## src/rtl/ipb_defs.svh

```systemverilog
// Purpose: Offsets, field positions, reset values and vectors for the controller
// Assumes: Byte addresses on a 32-bit AXI4-Lite bus, one register per word
// Notes: Included by the controller and the testbench
`ifndef IPB_DEFS_SVH
`define IPB_DEFS_SVH
// Register offsets
`define IPB_OFF_PRI_A 8'h00
`define IPB_OFF_PRI_B 8'h04
`define IPB_OFF_PRI_C 8'h08
`define IPB_OFF_BRK_CTRL 8'h0C
`define IPB_OFF_BAR_A 8'h10
`define IPB_OFF_BAR_B 8'h14
`define IPB_OFF_BAR_C 8'h18
`define IPB_OFF_SENSE_HI 8'h1C
`define IPB_OFF_SENSE_LO 8'h20
`define IPB_OFF_REQ_EN 8'h24
`define IPB_OFF_REQ_STAT 8'h28
`define IPB_OFF_KEY_MASK_LO 8'h2C
`define IPB_OFF_KEY_MASK_HI 8'h30
`define IPB_OFF_WAKE_MASK 8'h34
`define IPB_OFF_SYS_CTRL 8'h38
`define IPB_OFF_KEY_SENSE 8'h3C
// Reset values
`define IPB_RST_REG8 8'h00
`define IPB_RST_MASK8 8'hFF
// Field positions
`define IPB_BRK_FLAG_BIT 7
`define IPB_BRK_EN_BIT 0
`define IPB_SYS_MODE_LSB 0
`define IPB_SYS_NMI_EDGE_BIT 3
`define IPB_KEY_LEVEL_BIT 0
// Sense codes
`define IPB_SENSE_LOW 2'h0
`define IPB_SENSE_FALL 2'h1
`define IPB_SENSE_RISE 2'h2
`define IPB_SENSE_BOTH 2'h3
// Vectors
`define IPB_VEC_NMI 7'h07
`define IPB_VEC_IRQ_BASE 7'h10
`define IPB_VEC_BREAK 7'h18
`define IPB_VEC_INT_BASE 7'h19
// AXI responses
`define IPB_RESP_OKAY 2'h0
`define IPB_RESP_SLVERR 2'h2
`endif

```

## src/rtl/ipb_pkg.sv

```systemverilog
// Purpose: Types shared by the interrupt controller
// Assumes: Constants come from ipb_defs.svh
// Notes: Only types live here
package ipb_pkg;
  // Control mode field values
  typedef enum logic [1:0] {
    IPB_MODE0 = 2'h0,
    IPB_MODE_RSV1 = 2'h1,
    IPB_MODE1 = 2'h2,
    IPB_MODE_RSV3 = 2'h3
  } ipb_mode_t;
endpackage : ipb_pkg

```

## src/rtl/ipb_intc.sv

```systemverilog
// Purpose: Interrupt priority controller with address break and AXI4-Lite registers
// Assumes: Pin inputs synchronous to clock; request pins, keys and wake-ups active low
// Notes: Vector and level are registered; intAck clears the NMI, break or pin edge flag behind the presented vector
// Function
// NMI outranks everything and is never masked.
// NMI detected on rising or falling edge per a config bit.
// Each request pin detects falling, rising, both edges or low level.
// Pin six merges with the eight lower key inputs into one request.
// Pin seven merges with upper keys and wake-ups into one request.
// Every key and wake-up input has its own software mask.
// Keys and wake-ups use falling edge or low level only.
// Two control modes chosen by a two-bit field in system control.
// Every source has its own vector.
// Priority bit clear means level 0, set means level 1; reset zero.
// Register A maps pins and watchdogs to bits 7..0.
// Registers B and C map timers, serial, two-wire and host units.
// NMI and address break ignore the priority registers.
// Mode plus level gives three priority levels per module.
// Software writes zero to unassigned priority bits.
// Break requested only while match flag and enable are both one.
// Match flag sets on prefetch of break address while enabled.
// Match flag clears on break exception; writes do not touch it.
// Break control bits 6..1 read zero and ignore writes.
// Break control bit 0 is the enable, reset zero.
// Sense 00 low, 01 falling, 10 rising, 11 both edges.
// A request pin reaches the CPU only while its enable is one.
// Break compare uses internal bus; normal mode skips bits 23..16.
// Equal-level pending sources resolve by ascending vector.
`include "ipb_defs.svh"
`timescale 1ns/1ps
`default_nettype none
module ipb_intc (
  input wire logic clock,
  input wire logic rst,
  // AXI4-Lite slave
  input wire logic [7:0] s_axi_awaddr,
  input wire logic s_axi_awvalid,
  output logic s_axi_awready,
  input wire logic [31:0] s_axi_wdata,
  input wire logic [3:0] s_axi_wstrb,
  input wire logic s_axi_wvalid,
  output logic s_axi_wready,
  output logic [1:0] s_axi_bresp,
  output logic s_axi_bvalid,
  input wire logic s_axi_bready,
  input wire logic [7:0] s_axi_araddr,
  input wire logic s_axi_arvalid,
  output logic s_axi_arready,
  output logic [31:0] s_axi_rdata,
  output logic [1:0] s_axi_rresp,
  output logic s_axi_rvalid,
  input wire logic s_axi_rready,
  // External pins
  input wire logic nmiPin,
  input wire logic [7:0] reqPin_n,
  input wire logic [15:0] keyPin_n,
  input wire logic [7:0] wakePin_n,
  // Peripheral requests, levels held by the peripherals
  input wire logic [11:0] periphReq,
  // CPU side
  input wire logic cpuI,
  input wire logic cpuUI,
  input wire logic advancedMode,
  input wire logic fetchValid,
  input wire logic [23:0] fetchAddr,
  input wire logic intAck,
  output logic intReq,
  output logic [6:0] intVector,
  output logic intLevel
);
  // Registers
  logic [7:0] priA, priB, priC, barA, barB, barC;
  logic [7:0] senseHi, senseLo, reqEnable, keyMaskLo, keyMaskHi, wakeMask;
  logic [7:0] sysCtrl, keySense, reqFlag, pinPrev, wakePrev;
  logic breakEn, breakFlag, nmiFlag, nmiPrev;
  logic [15:0] keyPrev;
  // AXI state
  logic awHave, wHave, wLane0;
  logic [7:0] awAddr, wByte, rdAddr;
  // Derived
  logic [7:0] pinEdge, pinLevel, pinActive;
  logic [15:0] keyHit;
  logic [7:0] wakeHit;
  logic keyLevelMode, nmiEdge, breakMatch, breakReq;
  logic [19:0] srcActive, srcLevel;
  ipb_pkg::ipb_mode_t ctrlMode;
  logic next_intReq, next_intLevel;
  logic [6:0] next_intVector;
  logic [31:0] rdValue;
  logic rdMapped, wrMapped;
  assign keyLevelMode = keySense[`IPB_KEY_LEVEL_BIT];
  assign ctrlMode = ipb_pkg::ipb_mode_t'(sysCtrl[`IPB_SYS_MODE_LSB +: 2]);
  // Edge history; NMI starts low so reset never looks like a falling edge
  always_ff @(posedge clock or posedge rst) begin
    if (rst) begin
      nmiPrev <= 1'b0;
      pinPrev <= 8'hFF;
      keyPrev <= 16'hFFFF;
      wakePrev <= 8'hFF;
    end else begin
      nmiPrev <= nmiPin;
      pinPrev <= reqPin_n;
      keyPrev <= keyPin_n;
      wakePrev <= wakePin_n;
    end
  end
  // NMI edge select: 1 rising, 0 falling
  assign nmiEdge = sysCtrl[`IPB_SYS_NMI_EDGE_BIT] ? (nmiPin & ~nmiPrev)
                                                  : (~nmiPin & nmiPrev);
  // NMI pending flag, set wins over acknowledge
  always_ff @(posedge clock or posedge rst) begin
    if (rst) begin
      nmiFlag <= 1'b0;
    end else if (nmiEdge) begin
      nmiFlag <= 1'b1;
    end else if (intAck && intVector == `IPB_VEC_NMI) begin
      nmiFlag <= 1'b0;
    end
  end
  // Key and wake-up detection: falling edge or low level, per-input mask
  genvar gk;
  generate
    for (gk = 0; gk < 16; gk++) begin : g_key
      assign keyHit[gk] = ~(gk < 8 ? keyMaskLo[gk % 8] : keyMaskHi[gk % 8])
        & (keyLevelMode ? ~keyPin_n[gk] : (~keyPin_n[gk] & keyPrev[gk]));
    end
    for (gk = 0; gk < 8; gk++) begin : g_wake
      assign wakeHit[gk] = ~wakeMask[gk] & (keyLevelMode ? ~wakePin_n[gk]
        : (~wakePin_n[gk] & wakePrev[gk]));
    end
  endgenerate
  // Per-pin sense decode and merged key sources
  genvar gp;
  generate
    for (gp = 0; gp < 8; gp++) begin : g_pin
      logic [1:0] sense;
      logic fall, rise, shared;
      assign sense = gp < 4 ? senseLo[2 * (gp % 4) +: 2] : senseHi[2 * (gp % 4) +: 2];
      assign fall = ~reqPin_n[gp] & pinPrev[gp];
      assign rise = reqPin_n[gp] & ~pinPrev[gp];
      if (gp == 6) begin : g_s6
        assign shared = |keyHit[7:0];
      end else if (gp == 7) begin : g_s7
        assign shared = |keyHit[15:8] | |wakeHit;
      end else begin : g_none
        assign shared = 1'b0;
      end
      always_comb begin
        unique case (sense)
          `IPB_SENSE_LOW: pinEdge[gp] = 1'b0;
          `IPB_SENSE_FALL: pinEdge[gp] = fall;
          `IPB_SENSE_RISE: pinEdge[gp] = rise;
          `IPB_SENSE_BOTH: pinEdge[gp] = fall | rise;
        endcase
      end
      assign pinLevel[gp] = (sense == `IPB_SENSE_LOW && ~reqPin_n[gp])
                          | (keyLevelMode & shared);
      // Edge flag, set wins over acknowledge
      always_ff @(posedge clock or posedge rst) begin
        if (rst) begin
          reqFlag[gp] <= 1'b0;
        end else if (pinEdge[gp] || (!keyLevelMode && shared)) begin
          reqFlag[gp] <= 1'b1;
        end else if (intAck && intVector == `IPB_VEC_IRQ_BASE + 7'(gp)) begin
          reqFlag[gp] <= 1'b0;
        end
      end
      assign pinActive[gp] = (reqFlag[gp] | pinLevel[gp]) & reqEnable[gp];
    end
  endgenerate
  // Address break compare on the internal bus
  assign breakMatch = fetchValid && breakEn
    && (!advancedMode || fetchAddr[23:16] == barA)
    && fetchAddr[15:8] == barB && fetchAddr[7:1] == barC[7:1];
  // Break match flag: set by prefetch, cleared only by break exception
  always_ff @(posedge clock or posedge rst) begin
    if (rst) begin
      breakFlag <= 1'b0;
    end else if (breakMatch) begin
      breakFlag <= 1'b1;
    end else if (intAck && intVector == `IPB_VEC_BREAK) begin
      breakFlag <= 1'b0;
    end
  end
  assign breakReq = breakFlag & breakEn;
  // Source table: pins 0..7, then watchdogs, timers, serial, two-wire, host
  assign srcActive = {periphReq, pinActive};
  assign srcLevel = {priC[1], priC[2], priC[3], priC[4], priC[6],
                     priB[0], priB[1], priB[2], priB[3], priB[6],
                     priA[0], priA[1],
                     priA[3], priA[3], priA[4], priA[4], priA[5], priA[5],
                     priA[6], priA[7]};
  // Arbitration: NMI, break, then level 1, then level 0, ascending vector
  always_comb begin
    logic allow1, allow0, found;
    allow1 = !cpuI;
    allow0 = (ctrlMode == ipb_pkg::IPB_MODE1) ? (!cpuI && !cpuUI) : !cpuI;
    found = 1'b0;
    next_intReq = 1'b0;
    next_intVector = 7'h00;
    next_intLevel = 1'b0;
    if (nmiFlag) begin
      found = 1'b1;
      next_intVector = `IPB_VEC_NMI;
      next_intLevel = 1'b1;
    end else if (breakReq && !cpuI) begin
      found = 1'b1;
      next_intVector = `IPB_VEC_BREAK;
      next_intLevel = 1'b1;
    end
    for (int i = 0; i < 20; i++) begin
      if (!found && allow1 && srcActive[i] && srcLevel[i]) begin
        found = 1'b1;
        next_intVector = i < 8 ? `IPB_VEC_IRQ_BASE + 7'(i)
                               : `IPB_VEC_INT_BASE + 7'(i - 8);
        next_intLevel = 1'b1;
      end
    end
    for (int i = 0; i < 20; i++) begin
      if (!found && allow0 && srcActive[i] && !srcLevel[i]) begin
        found = 1'b1;
        next_intVector = i < 8 ? `IPB_VEC_IRQ_BASE + 7'(i)
                               : `IPB_VEC_INT_BASE + 7'(i - 8);
        next_intLevel = 1'b0;
      end
    end
    next_intReq = found;
  end
  // Registered request to the CPU
  always_ff @(posedge clock or posedge rst) begin
    if (rst) begin
      intReq <= 1'b0;
      intVector <= 7'h00;
      intLevel <= 1'b0;
    end else begin
      intReq <= next_intReq;
      intVector <= next_intVector;
      intLevel <= next_intLevel;
    end
  end
  // AXI write channel capture
  assign s_axi_awready = !awHave && !s_axi_bvalid;
  assign s_axi_wready = !wHave && !s_axi_bvalid;
  always_ff @(posedge clock or posedge rst) begin
    if (rst) begin
      awHave <= 1'b0;
      wHave <= 1'b0;
      awAddr <= 8'h00;
      wByte <= 8'h00;
      wLane0 <= 1'b0;
    end else if (awHave && wHave) begin
      awHave <= 1'b0;
      wHave <= 1'b0;
    end else begin
      if (s_axi_awvalid && s_axi_awready) begin
        awHave <= 1'b1;
        awAddr <= s_axi_awaddr;
      end
      if (s_axi_wvalid && s_axi_wready) begin
        wHave <= 1'b1;
        wByte <= s_axi_wdata[7:0];
        wLane0 <= s_axi_wstrb[0];
      end
    end
  end
  // Write decode: the sixteen words 00 to 3C are mapped, the rest answer an error
  assign wrMapped = awAddr[7:6] == 2'b00;
  // Register writes, lane 0 only
  always_ff @(posedge clock or posedge rst) begin
    if (rst) begin
      priA <= `IPB_RST_REG8;
      priB <= `IPB_RST_REG8;
      priC <= `IPB_RST_REG8;
      breakEn <= 1'b0;
      barA <= `IPB_RST_REG8;
      barB <= `IPB_RST_REG8;
      barC <= `IPB_RST_REG8;
      senseHi <= `IPB_RST_REG8;
      senseLo <= `IPB_RST_REG8;
      reqEnable <= `IPB_RST_REG8;
      keyMaskLo <= `IPB_RST_MASK8;
      keyMaskHi <= `IPB_RST_MASK8;
      wakeMask <= `IPB_RST_MASK8;
      sysCtrl <= `IPB_RST_REG8;
      keySense <= `IPB_RST_REG8;
    end else if (awHave && wHave && wLane0) begin
      unique case ({awAddr[7:2], 2'b00})
        `IPB_OFF_PRI_A: priA <= wByte;
        `IPB_OFF_PRI_B: priB <= wByte;
        `IPB_OFF_PRI_C: priC <= wByte;
        `IPB_OFF_BRK_CTRL: breakEn <= wByte[`IPB_BRK_EN_BIT];
        `IPB_OFF_BAR_A: barA <= wByte;
        `IPB_OFF_BAR_B: barB <= wByte;
        `IPB_OFF_BAR_C: barC <= {wByte[7:1], 1'b0};
        `IPB_OFF_SENSE_HI: senseHi <= wByte;
        `IPB_OFF_SENSE_LO: senseLo <= wByte;
        `IPB_OFF_REQ_EN: reqEnable <= wByte;
        `IPB_OFF_KEY_MASK_LO: keyMaskLo <= wByte;
        `IPB_OFF_KEY_MASK_HI: keyMaskHi <= wByte;
        `IPB_OFF_WAKE_MASK: wakeMask <= wByte;
        `IPB_OFF_SYS_CTRL: sysCtrl <= wByte;
        `IPB_OFF_KEY_SENSE: keySense <= {7'h00, wByte[0]};
        default: ;
      endcase
    end
  end
  // Write response
  always_ff @(posedge clock or posedge rst) begin
    if (rst) begin
      s_axi_bvalid <= 1'b0;
      s_axi_bresp <= `IPB_RESP_OKAY;
    end else if (awHave && wHave) begin
      s_axi_bvalid <= 1'b1;
      s_axi_bresp <= wrMapped ? `IPB_RESP_OKAY : `IPB_RESP_SLVERR;
    end else if (s_axi_bready) begin
      s_axi_bvalid <= 1'b0;
    end
  end
  // Read mux
  always_comb begin
    rdMapped = 1'b1;
    rdValue = 32'h0000_0000;
    unique case ({s_axi_araddr[7:2], 2'b00})
      `IPB_OFF_PRI_A: rdValue[7:0] = priA;
      `IPB_OFF_PRI_B: rdValue[7:0] = priB;
      `IPB_OFF_PRI_C: rdValue[7:0] = priC;
      `IPB_OFF_BRK_CTRL: rdValue[7:0] = {breakFlag, 6'h00, breakEn};
      `IPB_OFF_BAR_A: rdValue[7:0] = barA;
      `IPB_OFF_BAR_B: rdValue[7:0] = barB;
      `IPB_OFF_BAR_C: rdValue[7:0] = barC;
      `IPB_OFF_SENSE_HI: rdValue[7:0] = senseHi;
      `IPB_OFF_SENSE_LO: rdValue[7:0] = senseLo;
      `IPB_OFF_REQ_EN: rdValue[7:0] = reqEnable;
      `IPB_OFF_REQ_STAT: rdValue[7:0] = reqFlag | pinLevel;
      `IPB_OFF_KEY_MASK_LO: rdValue[7:0] = keyMaskLo;
      `IPB_OFF_KEY_MASK_HI: rdValue[7:0] = keyMaskHi;
      `IPB_OFF_WAKE_MASK: rdValue[7:0] = wakeMask;
      `IPB_OFF_SYS_CTRL: rdValue[7:0] = sysCtrl;
      `IPB_OFF_KEY_SENSE: rdValue[7:0] = keySense;
      default: rdMapped = 1'b0;
    endcase
  end
  // Read channel, one cycle answer
  assign s_axi_arready = !s_axi_rvalid;
  always_ff @(posedge clock or posedge rst) begin
    if (rst) begin
      s_axi_rvalid <= 1'b0;
      s_axi_rdata <= 32'h0000_0000;
      s_axi_rresp <= `IPB_RESP_OKAY;
      rdAddr <= 8'h00;
    end else if (s_axi_arvalid && s_axi_arready) begin
      s_axi_rvalid <= 1'b1;
      s_axi_rdata <= rdValue;
      s_axi_rresp <= rdMapped ? `IPB_RESP_OKAY : `IPB_RESP_SLVERR;
      rdAddr <= {s_axi_araddr[7:2], 2'b00};
    end else if (s_axi_rready) begin
      s_axi_rvalid <= 1'b0;
    end
  end
endmodule : ipb_intc
`default_nettype wire

```

## config.mk

```make
export PLATFORM = sky130hd
export DESIGN_NAME = ipb_intc
export DESIGN_NICKNAME = d
export VERILOG_FILES = /design/src/rtl/ipb_pkg.sv /design/src/rtl/ipb_intc.sv
export VERILOG_INCLUDE_DIRS = /design/src /design/src/rtl
export SDC_FILE = /design/constraint.sdc
export NUM_CORES = 1
export LEC_CHECK = 0
export BUFFER_PORTS_ARGS = -buffer_cell sky130_fd_sc_hd__buf_4
export CELL_PAD_IN_SITES_DETAIL_PLACEMENT = 2
export CELL_PAD_IN_SITES_GLOBAL_PLACEMENT = 2
export CORE_MARGIN = 2
export CORE_UTILIZATION = 34
export DETAILED_ROUTE_END_ITERATION = 6
export PLACE_DENSITY = 0.79
export SYNTH_ARGS = -nofsm -noshare
export SYNTH_HDL_FRONTEND = slang
export SYNTH_SLANG_ARGS = --single-unit
```

## constraint.sdc

```tcl
create_clock -name clock -period 8.26 [get_ports clock]
set_input_delay 0.413 -clock clock [delete_from_list [all_inputs] [get_ports clock]]
set_output_delay 0.413 -clock clock [all_outputs]
set_load 0.01 [all_outputs]
```

==> key figures <==
Critical path
  – CP Launch Type: flop
  – Arrival time of data at the critical path endpoint: 3620 ps
  – Data required time at the worst endpoint: 8520 ps
  – Register-to-Register Setup Slack: 4890 ps
  – Depth of the worst register-to-register path: 9
  – Endpoint type of the worst setup path: flop
  – Largest fanout on the critical path: 30
  – Category of the critical setup timing path: flop to flop

Routing
  – DRC marker count from the first detailed-route iteration: 501
  – Routed WL: 35.52 mm
  – Final routed wire length divided by cell count: 25.39 µm
  – ANT nets after route: 0
  – Count of TritonRoute iterations in the first routing pass: 5
  – DRC violations left: 0
  – Vias/cell: 5.672
  – Via total after detailed routing: 7,935

Global route
  – Global routing met1 resource utilization: 0.3175
  – Number of global-route vias before repair: 8,765
  – Grt met2 use: 0.4261
  – Pin count of the biggest net entering global routing: 73
  – GRT overflow: 0
  – First-pass GRT wire length: 54.28 mm
  – Initial antenna violation count: 0
  – Tot GR Track Use: 0.2496
  – GR met3 Demand/Resource: 0.04875
  – GR peak layer: met2

Finish
  – Max FFs per register: 16
  – Most flop-heavy register: keyPrev
  – Layout overhead on the synthesized area: 19.31%
  – Diodes inserted: 0
  – Final std cells w/o fill: 1,399
  – Post-layout nets: 1,157
  – Share of post-route cells with drive strength above 1: 0.3340

Power
  – Total Power Consumption: 0.003280 W
  – Power density normalized to cell area: 285.6 nW/µm²
  – Peak ir drop on the vdd network: 0.1439 mV
  – Leakage component of the power: 5.099 nW

Place
  – Post-Place Cells: 1,367
  – Gp weighted congestion: 0.9025
  – Count of buffers from port buffering: 123
  – Post-DP HPWL: 26.47 mm

STA
  – Final min period: 3366 ps
  – Unrepaired setup endpoints after global routing: false
  – Relative slew slack: 0.2006
  – Pins Over Slew Limit: 0
  – Clock Skews: 15.51 ps
  – Actual transition at the worst max-transition pin: 1195 ps
  – Hold Fails Final Rpt: 0
  – Sum of negative setup slack: 0 ps
  – Setup-failing EPs final: 0
  – Maximum clock frequency: 297.1 MHz
  – Portion of the clock cycle consumed by the worst path in the final layout: 0.4075

Floorplan
  – Die outline height: 172.3 µm
  – Number of top-level pins: 183
  – Area of the placeable core: 27,860 µm²
  – FP Rows: 61
  – Area of the die: 29,680 µm²
  – Die Width: 172.3 µm
  – Effective utilization at floorplan: 0.3456

Synthesis
  – Unique masters post-synth: 73
  – Cell area after technology mapping: 9627 µm²
  – Ys async rst share: 1.000
  – Top flip-flop cell by instance count after synthesis: dfrtp_1
  – Count of warnings emitted by yosys: 0
  – Post-Syn Area per Cell: 10.90 µm²
  – Share of synthesized area occupied by flip-flops and latches: 0.4882
  – Cell count after synthesis: 883
  – Number of flops mapped to enable cells by yosys: 0
  – Post-synthesis register bit count: 185

CTS
  – Count of hold-fix buffers inserted at cts: 0
  – Total CTS buffers: 17
  – Post-CTS setup buffer count: 0
  – Clock-pin slew of the registers on the worst-case setup and hold paths: 80 ps
  – H-tree levels: 4
  – Clock Path Buffers: 2
  – Master cell of the clock root buffer: clkbuf_16
  – CTS tree: yes
  – Latest clock arrival within the worst-skew pair: 440 ps
  – Sink Count: 185
  – Quantity of gates resized following cts: 0

Min path
  – Class of the tightest hold or removal check: input pin to async pin

Status
  – Run status: finished clean

Flow run
  – Max cap viols: 0
-- area by class of cell --
cell class | count | area (µm²)
Fill cell | 2895 | 16370
Sequential cell | 185 | 4700
Multi-Input combinational cell | 639 | 4594
Timing Repair Buffer | 129 | 968.4
Tap cell | 378 | 473.0
Clock buffer | 18 | 429.2
Clock inverter | 14 | 181.4
Inverter | 36 | 140.1
-- report_power, final --
group          switching [W]  leakage, nW  total (W)  internal, W
combinational       0.000421         2.52   0.000821     0.000399
clock               0.000416        0.290   0.000852     0.000436
sequential          0.000445         2.29    0.00161      0.00116
-- cell families (layout without fill, tap and decap cells) --
logic type / after synthesis / after routing / synth area share
fa+ha+maj: 16 / 16 / 0.02080
compound gates: 176 / 176 / 0.1314
flops: 185 / 185 / 0.4882
mux: 125 / 125 / 0.1450
xor+xnor: 23 / 23 / 0.02093
other cells: 1 / 27 / 0.0003895
simple gates: 272 / 272 / 0.1476
buf+inv: 85 / 197 / 0.04562
-- placed cells by master, fill, tap and decap left out, drive strengths merged, types with 4 or more instances in the layout --
cell type  instances
a31oi              7
a211oi             4
or2                6
conb              27
buf              129
dfstp             56
clkinv             7
xor2              10
nor2b             10
o32ai              4
nor2              58
nor3              35
inv               40
nand2b            16
nand3b            11
nand2             71
o21ai             40
a22oi             28
nand4             16
nand3             16
nor4b              4
a22o               9
a21oi             19
mux2             116
nor3b              5
mux2i              9
dfrtp            129
nor4              14
clkbuf            18
ha                16
a221oi            14
o211ai             9
xnor2             13
-- worst max-delay path, stage by stage, from the launching register on --
cell and delay (ps):
dfrtp_1 410, buf_4 250, nor2_1 160, o32ai_1 80, nor4_1 610, o21ai_1 240, a311oi_4 440, nor2_1 140
a2111oi_0 570, nand4_1 260
-- per-stage QoR --
stage | setup WS (ps) | util | instance area [µm²] | hold WS (ps)
global placement | 4918 | 0.3904 | 10880 | 466.9
finish | 4894 | 0.4123 | 11490 | 60.67
global route | 4633 | 0.4123 | 11490 | 65.99
floorplan | 2911 | - | 9724 | 417.5
detailed placement | 4897 | 0.3904 | 10880 | 486.1
CTS | 4827 | 0.4123 | 11490 | 74.52
-- cells in the mapped netlist, types with 4 or more instances --
cell type / number / area (µm²)
a211oi_1: 4 / 30.03
a21oi_1: 19 / 95.09
a221oi_1: 14 / 122.6
a22o_1: 9 / 78.83
a22oi_1: 28 / 210.2
a31oi_1: 7 / 43.79
buf_4: 28 / 210.2
clkbuf_1: 19 / 71.32
dfrtp_1: 129 / 3228
dfstp_2: 56 / 1471
ha_1: 16 / 200.2
inv_1: 35 / 131.4
mux2_1: 11 / 123.9
mux2_2: 105 / 1182
mux2i_1: 9 / 90.09
nand2_1: 71 / 266.5
nand2b_1: 16 / 100.1
nand3_1: 16 / 80.08
nand3b_1: 11 / 82.58
nand4_1: 15 / 93.84
nor2_1: 58 / 217.7
nor2b_1: 10 / 62.56
nor3_1: 35 / 175.2
nor4_1: 9 / 56.30
nor4_2: 5 / 62.56
o211ai_1: 9 / 67.56
o21ai_0: 31 / 155.2
o21ai_1: 9 / 45.04
o32ai_1: 4 / 35.03
or2_2: 5 / 31.28
xnor2_1: 13 / 113.9
xor2_1: 10 / 87.58
-- routing by layer --
| layer | up-vias | part of all wire |
|---|---|---|
| li1 | 3445 | - |
| met1 | 4144 | 0.42 |
| met2 | 280 | 0.49 |
| met3 | 66 | 0.057 |
| met4 | 0 | 0.031 |
| met5 | - | 0 |
-- final timing paths --
check                                            from                         end
max in group asynchronous                         rst         priC[1]$_DFFE_PP0P_
max reg2reg                   keySense[0]$_DFFE_PP0P_      intVector[1]$_DFF_PP0_
min                                               rst       awAddr[3]$_DFFE_PP0P_
min in group clock                       keyPin_n[12]       keyPrev[12]$_DFF_PP1_
max                           keySense[0]$_DFFE_PP0P_      intVector[1]$_DFF_PP0_
min reg2reg                s_axi_rdata[7]$_DFFE_PP0P_  s_axi_rdata[7]$_DFFE_PP0P_
Power figures use the tool's default switching activity.
